$ cat src/hw/emc_defines.svh
`ifndef EMC_DEFINES_SVH
`define EMC_DEFINES_SVH

// Extended register space: width of the address and the register locations.
`define EMC_SFR_AW 10
`define EMC_ADDR_MODE_TWO 10'h181
`define EMC_ADDR_NO_LOAD 10'h182
`define EMC_ADDR_ACT_SCALE 10'h183
`define EMC_ADDR_REA_SCALE 10'h184
`define EMC_ADDR_APP_SCALE 10'h185

`define EMC_RESET_VAL 8'h00
`define EMC_UNMAPPED_VAL 8'h00

// Field positions in the second mode control register.
`define EMC_B_ACT_DIS 7
`define EMC_B_RSVD 6
`define EMC_B_REA_EDGE 5
`define EMC_B_ACT_EDGE 4
`define EMC_B_REA_ABS 3
`define EMC_B_REA_SDEP 2
`define EMC_B_ACT_POS 1
`define EMC_B_ACT_ABS 0
`define EMC_MODE_TWO_WMASK 8'hbf

// Field positions in the no-load level control register.
`define EMC_B_COMP_DIS 7
`define EMC_B_RMS_SYNC 6
`define EMC_NL_APP_LSB 4
`define EMC_NL_REA_LSB 2
`define EMC_NL_ACT_LSB 0

// No-load level codes.
`define EMC_NL_OFF 2'h0
`define EMC_NL_LV1 2'h1
`define EMC_NL_LV2 2'h2

// Thresholds in millionths of full scale (0.03%, 0.015%, 0.0075%, 0.0037%).
`define EMC_NL_DENOM 1000000
`define EMC_NL_APP_T1 300
`define EMC_NL_APP_T2 150
`define EMC_NL_APP_T3 75
`define EMC_NL_PQ_T1 150
`define EMC_NL_PQ_T2 75
`define EMC_NL_PQ_T3 37

`endif

$ cat src/hw/emc_pkg.sv
package emc_pkg;

   typedef enum logic [1:0] {
      EMC_ACC_SIGNED,
      EMC_ACC_ABS,
      EMC_ACC_TAMPER,
      EMC_ACC_POS
   } emc_accum_t;

   typedef logic [7:0] emc_byte_t;

endpackage

$ cat src/hw/emc_sign_if.sv
interface emc_sign_if;
   logic valid;
   logic neg;
   logic edge_sel;
   logic irq;

   modport src (output valid, output neg, output edge_sel, input irq);
   modport det (input valid, input neg, input edge_sel, output irq);
endinterface

$ cat src/hw/emc_accum_unit.sv
module emc_accum_unit #(
   parameter int W = 24
) (
   input wire logic clk,
   input wire logic reset,
   input wire logic enable,
   input wire logic valid,
   input wire emc_pkg::emc_accum_t mode,
   input wire logic signed [W-1:0] value,
   input wire logic ref_neg,
   input wire logic below_noload,
   output logic signed [W:0] delta,
   output logic delta_valid
);
   if (W < 8)
   begin : g_width_check
      $error("emc_accum_unit: W must be at least 8");
   end

   // One extra bit so that negating the most negative sample cannot overflow.
   wire logic signed [W:0] ext = {value[W-1], value};
   wire logic signed [W:0] neg_ext = -ext;
   logic signed [W:0] pick;

   always_comb
   begin
      case (mode)
         emc_pkg::EMC_ACC_SIGNED: pick = ext;
         emc_pkg::EMC_ACC_ABS: pick = ext[W] ? neg_ext : ext;
         emc_pkg::EMC_ACC_TAMPER: pick = ref_neg ? neg_ext : ext;
         emc_pkg::EMC_ACC_POS: pick = ext[W] ? '0 : ext;
         default: pick = ext;
      endcase
      if (below_noload)
         pick = '0;
   end

   always_ff @(posedge clk or posedge reset)
   begin
      if (reset)
      begin
         delta <= '0;
         delta_valid <= 1'b0;
      end
      else
      begin
         delta_valid <= enable && valid;
         if (enable && valid)
            delta <= pick;
      end
   end
endmodule

$ cat src/hw/emc_ctrl_regs.sv
// Overview of operation
// - Bit 7 of the second mode register set stops active power measurement.
// - Reactive sign interrupt: positive-to-negative when select is 0, else reverse.
// - Active sign interrupt: positive-to-negative when select is 0, else reverse.
// - Reactive mode: both clear signed, absolute bit absolute, dependence alone anti-tamper.
// - Anti-tamper adds reactive when active positive, subtracts when active negative.
// - Active mode: both clear signed, absolute bit absolute, positive-only alone positive.
// - Compensation disable clear applies frequency-dependent reactive gain compensation.
// - RMS sync bit set stores RMS values synchronised to line frequency.
// - Apparent no-load: off, or 0.03%, 0.015%, 0.0075% of full scale.
// - Reactive no-load: off, or 0.015%, 0.0075%, 0.0037% of full scale.
// - Active no-load: off, or 0.015%, 0.0075%, 0.0037% of full scale.
// - Active scaling register holds any 8-bit value for the engine.
// - Reactive scaling register holds any 8-bit value for the engine.
// - Apparent scaling register holds any 8-bit value for the engine.
// - Reset clears every register of the bank to zero.
// - The engine runs only while the master enable of the first mode register is set.
`include "emc_defines.svh"

module emc_ctrl_regs #(
   parameter int W = 24
) (
   input wire logic clk,
   input wire logic reset,
   input wire logic [`EMC_SFR_AW-1:0] sfr_addr,
   input wire logic sfr_wr,
   input wire logic sfr_rd,
   input wire logic [7:0] sfr_wdata,
   output logic [7:0] sfr_rdata,
   input wire logic calc_engine_enable,
   input wire logic sample_valid,
   input wire logic signed [W-1:0] active_power,
   input wire logic signed [W-1:0] reactive_power,
   input wire logic [W-1:0] apparent_power,
   output logic active_meas_en,
   output logic reactive_comp_en,
   output logic rms_line_sync,
   output logic [7:0] active_power_scale,
   output logic [7:0] reactive_power_scale,
   output logic [7:0] apparent_power_scale,
   output logic signed [W:0] active_accum_delta,
   output logic active_accum_valid,
   output logic signed [W:0] reactive_accum_delta,
   output logic reactive_accum_valid,
   output logic apparent_noload,
   output logic reactive_noload,
   output logic active_noload,
   output logic active_sign_change_irq,
   output logic reactive_sign_change_irq
);
   if (W < 16 || W > 32)
   begin : g_width_check
      $error("emc_ctrl_regs: W must lie between 16 and 32");
   end

   // Full scale is the largest magnitude of a signed sample.
   localparam longint FULL_SCALE = longint'(1) << (W - 1);
   localparam logic [W-1:0] APP_T1 = W'(FULL_SCALE * `EMC_NL_APP_T1 / `EMC_NL_DENOM);
   localparam logic [W-1:0] APP_T2 = W'(FULL_SCALE * `EMC_NL_APP_T2 / `EMC_NL_DENOM);
   localparam logic [W-1:0] APP_T3 = W'(FULL_SCALE * `EMC_NL_APP_T3 / `EMC_NL_DENOM);
   localparam logic [W-1:0] PQ_T1 = W'(FULL_SCALE * `EMC_NL_PQ_T1 / `EMC_NL_DENOM);
   localparam logic [W-1:0] PQ_T2 = W'(FULL_SCALE * `EMC_NL_PQ_T2 / `EMC_NL_DENOM);
   localparam logic [W-1:0] PQ_T3 = W'(FULL_SCALE * `EMC_NL_PQ_T3 / `EMC_NL_DENOM);

   emc_pkg::emc_byte_t power_calc_mode_ctrl_two_reg;
   emc_pkg::emc_byte_t no_load_level_ctrl_reg;
   emc_pkg::emc_byte_t active_power_scale_reg;
   emc_pkg::emc_byte_t reactive_power_scale_reg;
   emc_pkg::emc_byte_t apparent_power_scale_reg;
   emc_pkg::emc_byte_t sfr_rdata_reg;
   logic apparent_noload_reg;
   logic reactive_noload_reg;
   logic active_noload_reg;

   // Register decode on the extended register port.
   wire sel_two = (sfr_addr == `EMC_ADDR_MODE_TWO);
   wire sel_nl = (sfr_addr == `EMC_ADDR_NO_LOAD);
   wire sel_act = (sfr_addr == `EMC_ADDR_ACT_SCALE);
   wire sel_rea = (sfr_addr == `EMC_ADDR_REA_SCALE);
   wire sel_app = (sfr_addr == `EMC_ADDR_APP_SCALE);
   wire wr_two = sfr_wr && sel_two;
   wire wr_nl = sfr_wr && sel_nl;
   wire wr_act = sfr_wr && sel_act;
   wire wr_rea = sfr_wr && sel_rea;
   wire wr_app = sfr_wr && sel_app;

   // The reserved bit is held at zero even if software breaks the write-zero convention.
   wire [7:0] two_wdata = sfr_wdata & `EMC_MODE_TWO_WMASK;

   wire [7:0] rd_mux = sel_two ? power_calc_mode_ctrl_two_reg :
                       sel_nl ? no_load_level_ctrl_reg :
                       sel_act ? active_power_scale_reg :
                       sel_rea ? reactive_power_scale_reg :
                       sel_app ? apparent_power_scale_reg : `EMC_UNMAPPED_VAL;

   // Register file; the extended port is the only way in.
   always_ff @(posedge clk or posedge reset)
   begin
      if (reset)
      begin
         power_calc_mode_ctrl_two_reg <= `EMC_RESET_VAL;
         no_load_level_ctrl_reg <= `EMC_RESET_VAL;
         active_power_scale_reg <= `EMC_RESET_VAL;
         reactive_power_scale_reg <= `EMC_RESET_VAL;
         apparent_power_scale_reg <= `EMC_RESET_VAL;
      end
      else
      begin
         if (wr_two)
            power_calc_mode_ctrl_two_reg <= two_wdata;
         if (wr_nl)
            no_load_level_ctrl_reg <= sfr_wdata;
         if (wr_act)
            active_power_scale_reg <= sfr_wdata;
         if (wr_rea)
            reactive_power_scale_reg <= sfr_wdata;
         if (wr_app)
            apparent_power_scale_reg <= sfr_wdata;
      end
   end

   always_ff @(posedge clk or posedge reset)
   begin
      if (reset)
         sfr_rdata_reg <= `EMC_RESET_VAL;
      else if (sfr_rd)
         sfr_rdata_reg <= rd_mux;
   end

   assign sfr_rdata = sfr_rdata_reg;
   assign active_power_scale = active_power_scale_reg;
   assign reactive_power_scale = reactive_power_scale_reg;
   assign apparent_power_scale = apparent_power_scale_reg;

   // Field views.
   wire act_dis = power_calc_mode_ctrl_two_reg[`EMC_B_ACT_DIS];
   wire rea_edge_sel = power_calc_mode_ctrl_two_reg[`EMC_B_REA_EDGE];
   wire act_edge_sel = power_calc_mode_ctrl_two_reg[`EMC_B_ACT_EDGE];
   wire rea_abs = power_calc_mode_ctrl_two_reg[`EMC_B_REA_ABS];
   wire rea_sdep = power_calc_mode_ctrl_two_reg[`EMC_B_REA_SDEP];
   wire act_pos = power_calc_mode_ctrl_two_reg[`EMC_B_ACT_POS];
   wire act_abs = power_calc_mode_ctrl_two_reg[`EMC_B_ACT_ABS];
   wire [1:0] app_lvl = no_load_level_ctrl_reg[`EMC_NL_APP_LSB +: 2];
   wire [1:0] rea_lvl = no_load_level_ctrl_reg[`EMC_NL_REA_LSB +: 2];
   wire [1:0] act_lvl = no_load_level_ctrl_reg[`EMC_NL_ACT_LSB +: 2];

   assign active_meas_en = calc_engine_enable && !act_dis;
   assign reactive_comp_en = !no_load_level_ctrl_reg[`EMC_B_COMP_DIS];
   assign rms_line_sync = no_load_level_ctrl_reg[`EMC_B_RMS_SYNC];

   // Absolute value wins over the sign option in both channels.
   wire emc_pkg::emc_accum_t rea_mode = rea_abs ? emc_pkg::EMC_ACC_ABS :
                                        rea_sdep ? emc_pkg::EMC_ACC_TAMPER :
                                        emc_pkg::EMC_ACC_SIGNED;
   wire emc_pkg::emc_accum_t act_mode = act_abs ? emc_pkg::EMC_ACC_ABS :
                                        act_pos ? emc_pkg::EMC_ACC_POS :
                                        emc_pkg::EMC_ACC_SIGNED;

   // No-load thresholds selected by level code.
   wire [W-1:0] app_thr = (app_lvl == `EMC_NL_LV1) ? APP_T1 :
                          (app_lvl == `EMC_NL_LV2) ? APP_T2 : APP_T3;
   wire [W-1:0] rea_thr = (rea_lvl == `EMC_NL_LV1) ? PQ_T1 :
                          (rea_lvl == `EMC_NL_LV2) ? PQ_T2 : PQ_T3;
   wire [W-1:0] act_thr = (act_lvl == `EMC_NL_LV1) ? PQ_T1 :
                          (act_lvl == `EMC_NL_LV2) ? PQ_T2 : PQ_T3;

   wire [W:0] act_ext = {active_power[W-1], active_power};
   wire [W:0] rea_ext = {reactive_power[W-1], reactive_power};
   wire [W:0] act_mag = act_ext[W] ? -act_ext : act_ext;
   wire [W:0] rea_mag = rea_ext[W] ? -rea_ext : rea_ext;

   wire app_below = (app_lvl != `EMC_NL_OFF) && (apparent_power < app_thr);
   wire rea_below = (rea_lvl != `EMC_NL_OFF) && (rea_mag < {1'b0, rea_thr});
   wire act_below = (act_lvl != `EMC_NL_OFF) && (act_mag < {1'b0, act_thr});

   wire sample_take = sample_valid && calc_engine_enable;

   always_ff @(posedge clk or posedge reset)
   begin
      if (reset)
      begin
         apparent_noload_reg <= 1'b0;
         reactive_noload_reg <= 1'b0;
         active_noload_reg <= 1'b0;
      end
      else if (sample_take)
      begin
         apparent_noload_reg <= app_below;
         reactive_noload_reg <= rea_below;
         active_noload_reg <= act_below && !act_dis;
      end
   end

   assign apparent_noload = apparent_noload_reg;
   assign reactive_noload = reactive_noload_reg;
   assign active_noload = active_noload_reg;

   // Accumulation contributions handed to the energy accumulators and pulse output.
   emc_accum_unit #(.W(W)) u_act_accum (
      .clk(clk),
      .reset(reset),
      .enable(active_meas_en),
      .valid(sample_valid),
      .mode(act_mode),
      .value(active_power),
      .ref_neg(active_power[W-1]),
      .below_noload(act_below),
      .delta(active_accum_delta),
      .delta_valid(active_accum_valid)
   );

   // The anti-tamper direction follows the sign of the active sample of the same instant.
   emc_accum_unit #(.W(W)) u_rea_accum (
      .clk(clk),
      .reset(reset),
      .enable(calc_engine_enable),
      .valid(sample_valid),
      .mode(rea_mode),
      .value(reactive_power),
      .ref_neg(active_power[W-1]),
      .below_noload(rea_below),
      .delta(reactive_accum_delta),
      .delta_valid(reactive_accum_valid)
   );

   // Sign-change event detection.
   emc_sign_if act_sign ();
   emc_sign_if rea_sign ();

   assign act_sign.valid = sample_valid;
   assign act_sign.neg = active_power[W-1];
   assign act_sign.edge_sel = act_edge_sel;
   assign rea_sign.valid = sample_valid;
   assign rea_sign.neg = reactive_power[W-1];
   assign rea_sign.edge_sel = rea_edge_sel;

   emc_sign_detect u_act_sign (
      .clk(clk),
      .reset(reset),
      .enable(active_meas_en),
      .sig(act_sign.det)
   );

   emc_sign_detect u_rea_sign (
      .clk(clk),
      .reset(reset),
      .enable(calc_engine_enable),
      .sig(rea_sign.det)
   );

   assign active_sign_change_irq = act_sign.irq;
   assign reactive_sign_change_irq = rea_sign.irq;
endmodule

$ cat src/hw/emc_sign_detect.sv
module emc_sign_detect (
   input wire logic clk,
   input wire logic reset,
   input wire logic enable,
   emc_sign_if.det sig
);
   logic seen_reg;
   logic prev_neg_reg;
   logic irq_reg;

   // No event is raised on the first sample after enabling: there is no previous sign yet.
   wire fall_edge = seen_reg && !prev_neg_reg && sig.neg;
   wire rise_edge = seen_reg && prev_neg_reg && !sig.neg;
   wire hit = sig.valid && enable && (sig.edge_sel ? rise_edge : fall_edge);

   always_ff @(posedge clk or posedge reset)
   begin
      if (reset)
      begin
         seen_reg <= 1'b0;
         prev_neg_reg <= 1'b0;
         irq_reg <= 1'b0;
      end
      else
      begin
         irq_reg <= hit;
         if (!enable)
            seen_reg <= 1'b0;
         else if (sig.valid)
         begin
            seen_reg <= 1'b1;
            prev_neg_reg <= sig.neg;
         end
      end
   end

   assign sig.irq = irq_reg;
endmodule

$ cat config.mk
export PLATFORM = sky130hd
export DESIGN_NAME = emc_ctrl_regs
export DESIGN_NICKNAME = d
export VERILOG_FILES = /design/src/hw/emc_pkg.sv /design/src/hw/emc_sign_if.sv /design/src/hw/emc_accum_unit.sv /design/src/hw/emc_ctrl_regs.sv /design/src/hw/emc_sign_detect.sv
export VERILOG_INCLUDE_DIRS = /design/src /design/src/hw
export SDC_FILE = /design/constraint.sdc
export NUM_CORES = 1
export LEC_CHECK = 0
export BUFFER_PORTS_ARGS = -buffer_cell sky130_fd_sc_hd__buf_4
export CORE_UTILIZATION = 50
export CTS_CLUSTER_SIZE = 14
export DETAILED_ROUTE_END_ITERATION = 8
export HOLD_SLACK_MARGIN = 0.08
export PLACE_DENSITY = 0.75
export RECOVER_POWER = 50
export REMOVE_ABC_BUFFERS = 1
export SKIP_CTS_REPAIR_TIMING = 1
export SLEW_MARGIN = 20
export SYNTH_ARGS = -nofsm -noshare
export SYNTH_HDL_FRONTEND = slang
export SYNTH_SLANG_ARGS = --single-unit
$ cat constraint.sdc
create_clock -name clk -period 7.1 [get_ports clk]
set_input_delay 0 -clock clk [delete_from_list [all_inputs] [get_ports clk]]
set_output_delay 0 -clock clk [all_outputs]
set_load 0.02 [all_outputs]
Word level (Yosys, flattened, before mapping) --
Cells that the tools add are included. Widths: inputs -> output; s select.
Cells by class: reductions and logical operators 36, order comparisons 3, add/sub/neg operators 4, equality and inequality tests 19, muxes and demuxes 31
Operator list (count):
- $mux 25 | 7
- $pmux 25 s4 | 1
- $pmux 25 s3 | 1
- $eq 10x9->1 const B | 5
- $lt 25x11->1 | 2
- $neg 24->25 | 2
- $neg 25->25 | 2
- $mux 23 | 2
- $mux 8 | 5
- $mux 11 | 3
- $lt 24x12->1 | 1
- $logic_and 1x1->1 | 22
- $mux 10 | 2
- $eq 2x2->1 const B | 7
- $mux 12 | 1
- $eq 2x1->1 const B | 5
- $mux 2 | 4
- $logic_not 1->1 | 6
- $reduce_bool 2->1 | 3
- $mux 1 | 5
- $logic_not 2->1 | 2
- $reduce_and 2->1 | 2
- $ne 2x1->1 const B | 1
- $ne 2x2->1 const B | 1
- $reduce_or 2->1 | 1
Storage, ports and cells: flip-flop bits (word level) 108, input port bits 96

Longest topological paths before layout --
Gate-level depths: netlist of the first run.
word-level depth 6, depth in mapped cells 14

Hierarchy --
Synthesis of the first run repeated with hierarchy kept, for this count alone.
Second synthesis, totals: cells, all modules 988, area total of the unflattened synthesis 8520.7 um^2
By module, submodules not included:
- emc_ctrl_regs | area each 4216.5 um^2, cells an instance 472, instances 1
- emc_accum_unit | area each 2024.4 um^2, cells an instance 247, instances 2
- emc_sign_detect | area each 127.6 um^2, cells an instance 11, instances 2

Least setup slack after synthesis of the first run --
Ideal clock, no wire load.
path kind input to register, from input port reactive_power[1], to register u_rea_accum.delta[10], required time 6982 ps, arrival time 2742 ps, stages 14, path slack 4240 ps, path through inv_1 ha_1 nor4b_1 nand2_1 o31ai_1 xnor2_1 ha_1 nor4_1 o211ai_1 nor3_1 nand4_1 nor4_4 buf_6 nor2_2
On the way: word-level cells in the longest chain between the ends 5
RTL lines:
- start: declaration | RTL line emc_ctrl_regs.sv:33 | input wire logic signed [W-1:0] reactive_power,
- $neg 25->25 | RTL line emc_ctrl_regs.sv:170 | wire [W:0] rea_mag = rea_ext[W] ? -rea_ext : rea_ext;
- $mux 25 | RTL line emc_ctrl_regs.sv:170
- $lt 25x11->1 | RTL line emc_ctrl_regs.sv:173 | wire rea_below = (rea_lvl != `EMC_NL_OFF) && (rea_mag < {1'b0, rea_thr});
- $logic_and 1x1->1 | RTL line emc_ctrl_regs.sv:173
- $mux 25 * | RTL line emc_accum_unit.sv:34 | if (below_noload)
- end signal: assignment | RTL line emc_accum_unit.sv:49 | delta <= pick;
- end: declaration | RTL line emc_accum_unit.sv:12 | output logic signed [W:0] delta,
Every way passes the cells marked *; elsewhere a longest branch is shown, timed or not. A chain may end at the register's enable or synchronous reset.

Worst setup path after layout of the first run --
from input port reactive_power[0], to register u_rea_accum.delta[0]
The elaborated chain is that of the path after synthesis.

==> results.md, run 1 <==
- Outcome: finished with violations
- Failing checks: max-capacitance violations, max-slew violations
- Final setup viols: 0
- Synth area leaders: dfrtp_1 37%, ha_1 7.0%, mux2_2 6.2%
- Port Buf Inserts: between 150 and 200
- Total gr overflow: 0
- Fillers: ~1200
- TritonCTS clock tree: yes
- RSZ-0062 raised after global routing: false
- Worst EP required: 7330 ps
- GRT Total Usage: 0.262
- Most frequent cells in the layout: 108 x dfrtp_1, 99 x buf_4, 94 x clkbuf_1
- CTS H-tree depth: 3
- Core area: approximately 14000 sq um
- # IOs: ~190
- Initial antenna violation count: 0
- Most common library cell in the layout ignoring fill and taps: dfrtp_1
- Post-route clock period utilization: 0.594
- # DRC: 0
- Worst-Margin Slew: approximately 2300 ps
- Share of flip-flops with an asynchronous set or reset: 1.00
- PwrDens: between 150 and 200 nW/um^2
- Die area: 15100 sq um
- # clock sinks: 108
- Global-route wire length before repair: about 31000 um
- Reg2Reg Setup Slack: around 3800 ps
- Proportion of layout cells with a drive suffix above 1: 0.194
- Largest net degree at the start of global routing: 80
- Setup ws final: between 2000 and 3000 ps
- Post-synth EDFFs: 0
- Syn_area_per_cell: just over 9 sq um
- Detailed Routing Iterations Pass 1: 5
- Tightest Hold Check Type: in2reg
- Antenna viol nets, final: 0
- Layout Nets: between 1000 and 1500
- Via density: approximately 5.6
- Clock buffer count from CTS: 9
- Wire length per cell: roughly 16 um
- Antenna Cells: 0
- Post-synthesis cell area: 7290 sq um
- GPL Wtd Cong: approximately 0.87
- Hold path cells: 5
- Post-Layout Cell Count: approximately 1200
- CP max FO: 14
- Routed via count: between 6000 and 7000
- Max cap viols: 1
- Worst R2R Path Depth: 10
- Top flop regs: u_act_accum.delta x25, u_rea_accum.delta x25
- Root buffer cell: clkbuf_16
- Post-synth top flop: dfrtp_1
- Number of global-route vias before repair: between 6000 and 7000
- Clock skew: 12.0 ps
- Max_slew headroom: -0.525
- Final hold vios: 0
- Setup TNS: 0 ps
- Setup crit start kind: input port
- Synth cell types: a little under 70
- Drt initial violations: 527
- Yosys reg bits: between 100 and 150
- CP arrival: 4450 ps
- Tmin final: ~4200 ps
- Die width: 123 um
- Pre-CTS WS: 3090 ps
- Max Root-Sink Buffers: 2
- Synth Instances: 802
- Clock slew at reported path FFs: approximately 80 ps
- FF/Latch Area: between 2000 and 3000 sq um
- Max Transition Viols Final: 42
- F_max: ~240 MHz
- Dpl hpwl: approximately 14000 um
- Final wirelength: 19500 um
- Leading area contributor after synthesis: dfrtp_1
- Placed insts: 1126
- Synth warn: 0
- Leak pwr: roughly 4 nW
- Worst ir drop on vdd: roughly 0.13 mV
- Post-synth top area share: 0.371
- Sequential-to-total area share from yosys stat: 0.371
- Crit end category: flop
- Setup CP Type: in2reg
- Height of the die: 123 um
- Area Overhead vs Synth: 24.6%
- Area of the multi-input gates: approximately 4200 sq um
- Row count: between 40 and 50
- Initial Util: 0.519
- Worst-skew pair later-pin latency: roughly 360 ps
==> where the power goes <==
part           total, mW  switching [mW]  internal [mW]
registers          0.691          0.0289          0.662
logic              0.369           0.222          0.146
clock network      0.491           0.245          0.246
total               1.55           0.496           1.05
==> final cells by class <==
| class | instances | area share |
|---|---|---|
| Tap cell | 180 | 0.0248 |
| Multi-Input combinational cell | 612 | 0.463 |
| Inverter | 33 | 0.0138 |
| Sequential cell | 108 | 0.298 |
| Clock buffer | 10 | 0.0252 |
| Clock inverter | 6 | 0.00606 |
| Timing Repair Buffer | 236 | 0.170 |
==> metal layers <==
| layer | share of wire | GRT usage | vias up |
|---|---|---|---|
| met2 | 0.50 | 0.446 | 249 |
| met4 | 0.016 | 0.0846 | 0 |
| met3 | 0.065 | 0.0525 | 28 |
| li1 | - | - | 3266 |
| met5 | 0 | 0 | - |
| met1 | 0.42 | 0.333 | 3149 |
==> cell families after synthesis <==
logic type | count (synthesis) | share of synthesized area
xor gates and xnor gates | 60 | 0.0721
AOI/OAI and AO/OA | 194 | 0.168
muxes | 50 | 0.0755
DFF | 108 | 0.371
adders and majority gates | 41 | 0.0704
buffers and inverters | 82 | 0.0537
and+or+nand+nor | 267 | 0.190
==> worst paths after layout <==
check                                          start               endpoint
min                               reactive_power[20]  u_rea_accum.delta[20]
max                                reactive_power[0]   u_rea_accum.delta[0]
min in group asynchronous                      reset   u_rea_accum.delta[9]
min reg2reg                      u_rea_sign.seen_reg    u_rea_sign.seen_reg
max reg2reg                no_load_level_ctrl_reg[2]   u_rea_accum.delta[0]
max in group asynchronous                      reset  u_act_accum.delta[11]
==> Yosys cell counts, types with 3 or more instances <==
master,instances
ha_1,41
nor3_1,18
o21a_1,5
xnor2_1,37
a22oi_1,5
nand3_1,10
or4_1,10
a21oi_1,53
nor2_2,20
o21ai_1,22
or3_1,7
a31oi_1,11
o211ai_1,5
inv_1,32
o41ai_1,4
o31ai_1,12
nand2b_1,10
a222oi_1,4
dfrtp_1,108
buf_2,6
mux2_2,40
buf_4,6
o21ai_0,39
nand2_1,81
clkbuf_1,28
nor2b_1,6
nor3b_1,6
buf_6,5
a2bb2oi_1,3
a211oi_1,6
nand4_1,5
a311oi_1,3
nor2_1,58
nor4_1,13
and3_1,6
mux2i_1,10
xor2_1,23
==> per-stage QoR <==
step / instance area (sq um) / utilization / hold slack [ps] / power, mW
floorplan: 7020 / - / 84.7 / 0.903
finish: 9080 / 0.647 / 45.3 / 1.55
global placement: 8700 / 0.620 / 20.6 / 1.08
CTS: 8980 / 0.640 / -351 / 1.58
detailed placement: 8700 / 0.620 / 23.2 / 1.09
global route: 9080 / 0.647 / 92.5 / 1.63
==> worst max-delay path: stages <==
cell	delay, ps
dlygate4sd3_1	540
buf_4	160
inv_1	50
ha_1	230
nor4b_1	600
nand2_1	190
o31ai_1	280
xnor2_1	100
ha_1	200
nor4_1	270
o211ai_1	130
nor3_1	190
nand4_1	160
nor4_4	890
buf_4	380
a21oi_1	60
(Power assumes the default switching activity.)
==> run 2: changes to the inputs <==
- clock period: 7.1 -> 4.2 ns (I/O delays scaled with it)
==> run 2 against run 1 <==
Net effect: the flow still finishes with violations (max-capacitance violations, max-slew violations); die area unchanged; flip-flop and latch count unchanged; first-iteration DRC count rose by 4.6%; core utilization up 0.71 points; critical path type unchanged; non-clock buffer count is 6 higher; clock-buffer cell count is 1 lower; via count rose by 1.3%; highest routed layer unchanged; largest power group unchanged; sequential share of layout area decreased by 0.32 points.
==> results.md, run 2 (same netlist as run 1, synthesis figures left out) <==
- Tightest Hold Check Type: in2reg
- Final hold vios: 0
- Most frequent cells in the layout: 108 x dfrtp_1, 103 x buf_4, 92 x clkbuf_1
- RSZ-0062 raised after global routing: false
- Clock slew at reported path FFs: 80 ps
- Area Overhead vs Synth: 25.9%
- Outcome: finished with violations
- Hold Path End: u_rea_accum.delta[16]
- Worst EP required: 4440 ps
- # clock sinks: between 100 and 150
- CP arrival: approximately 4000 ps
- Max cap viols: 1
- Antenna viol nets, final: 0
- Max_slew headroom: -0.814
- Setup TNS: 0 ps
- Crit end category: flop
- Die area: 15100 sq um
- Final setup viols: 0
- F_max: about 260 MHz
- Worst-Margin Slew: roughly 2700 ps
- Antenna Cells: 0
- Core area: between 10000 and 15000 sq um
- Failing checks: max-capacitance violations, max-slew violations
- Core Util, Final: 0.654
- Clock skew: ~6.5 ps
- TritonCTS clock tree: yes
- R2r endpoint: u_act_accum.delta[22]
- Cell count along the critical path: 16
- Max Root-Sink Buffers: 2
- Wire length per cell: approximately 17 um
- Layout Nets: between 1000 and 1500
- Height of the die: roughly 120 um
- Slowest CP cell: dlygate4sd3_1
- # DRC: 0
- Max Transition Viols Final: between 70 and 80
- Tmin final: ~3800 ps
- # IOs: roughly 190
- Total gr overflow: 0
- RR Startpoint: no_load_level_ctrl_reg[1]
- Row count: 43
- Drt initial violations: 551
- Setup crit start kind: input port
- Top flop regs: u_act_accum.delta x25, u_rea_accum.delta x25
- Dpl hpwl: 14300 um
- CTS H-tree depth: 3
- Worst R2R Path Depth: 11
- Proportion of layout cells with a drive suffix above 1: 0.196
- GRT Total Usage: 0.267
- Final wirelength: between 15000 and 20000 um
- Clock buffer count from CTS: 9
- Largest net degree at the start of global routing: 74
- Root buffer cell: clkbuf_16
- Worst ir drop on vdd: 0.194 mV
- Reg2Reg Setup Slack: approximately 1200 ps
- Setup CP Type: in2reg
- Worst path max stage delay: between 500 and 600 ps
- Routed via count: 6782
- Hold path startpoint: reactive_power[16]
- Detailed Routing Iterations Pass 1: 6
- Initial Util: 0.519
- Leak pwr: 4.01 nW
- Number of global-route vias before repair: between 6000 and 7000
- CP Cell Sequence: dlygate4sd3_1 > buf_4 > inv_1 > ha_1 > nor3b_1 > nand2_1 > o31ai_1 > xnor2_1 > ha_1 > a211o_1 > a221o_1 > a211oi_1 > o211ai_1 > o31ai_2 > buf_4 > o21ai_0
- Buffers & Inverters on Critical Path: 4
- Hold path cells: 5
- Most common library cell in the layout ignoring fill and taps: dfrtp_1
- Die width: about 120 um
- GPL Wtd Cong: ~0.93
- Initial antenna violation count: 0
- Port Buf Inserts: between 150 and 200
- Via density: 5.69
- Delay-heaviest family, CP: compound AO/OA/AOI/OAI gates
- Global-route wire length before repair: 31400 um
- CP max FO: 18
- Worst-skew pair later-pin latency: about 360 ps
- Post-route clock period utilization: 0.909
- PwrDens: 301 nW/um^2
run 2: layout make-up:
class	count	area, sq um
clock buffer	9	225
clock inverter	7	114
fill	1258	4860
inverter	33	124
multi-input combinational	612	4200
sequential	108	2700
tap	180	225
timing repair buffer	242	1590
run 2: routing by layer:
| metal | global-route usage | part of all wire | routed length, um |
|---|---|---|---|
| met5 | 0 | 0 | 0 |
| met4 | 0.116 | 0.028 | 555 |
| met3 | 0.0469 | 0.053 | 1070 |
| met2 | 0.452 | 0.50 | 9990 |
| met1 | 0.334 | 0.42 | 8380 |
run 2: through the flow:
step                power, mW  cells  hold slack, ps  setup WS, ps  instance area, sq um
finish                   2.77   1191            55.8           384                  9180
global route             2.90   1191             102          94.7                  9180
CTS                      2.81   1145            -135           993                  9060
detailed placement       1.84   1129             237           618                  8720
global placement         1.83   1129             238           735                  8720
floorplan                1.53    753            84.7           670                  7020
run 2: worst register-to-register path, stage by stage, from the launching register on:
cell and delay [ps]:
dfrtp_1 440, inv_1 100, ha_1 200, inv_1 100
ha_1 300, a211o_1 300, a221o_1 260, a211oi_1 180
o211ai_1 170, o31ai_2 430, buf_4 320, o21ai_0 120
run 2: how the worst max path moves through the flow:
stage / end / from / slack, ps
finish: u_act_accum.delta[22] / active_power[0] / 380
global route: u_act_accum.delta[22] / active_power[0] / 90
CTS: u_act_accum.delta[22] / active_power[0] / 990
detailed placement: u_act_accum.delta[22] / active_power[0] / 620
global placement: u_act_accum.delta[22] / active_power[0] / 740
floorplan: u_rea_accum.delta[14] / reactive_power[1] / 670
run 2: where the power goes:
part / leakage (nW) / internal [mW] / switching (mW) / total [mW]
clock network: 0.166 / 0.539 / 0.428 / 0.967
logic: 2.45 / 0.249 / 0.381 / 0.630
registers: 1.40 / 1.12 / 0.0488 / 1.17
total: 4.01 / 1.91 / 0.858 / 2.77
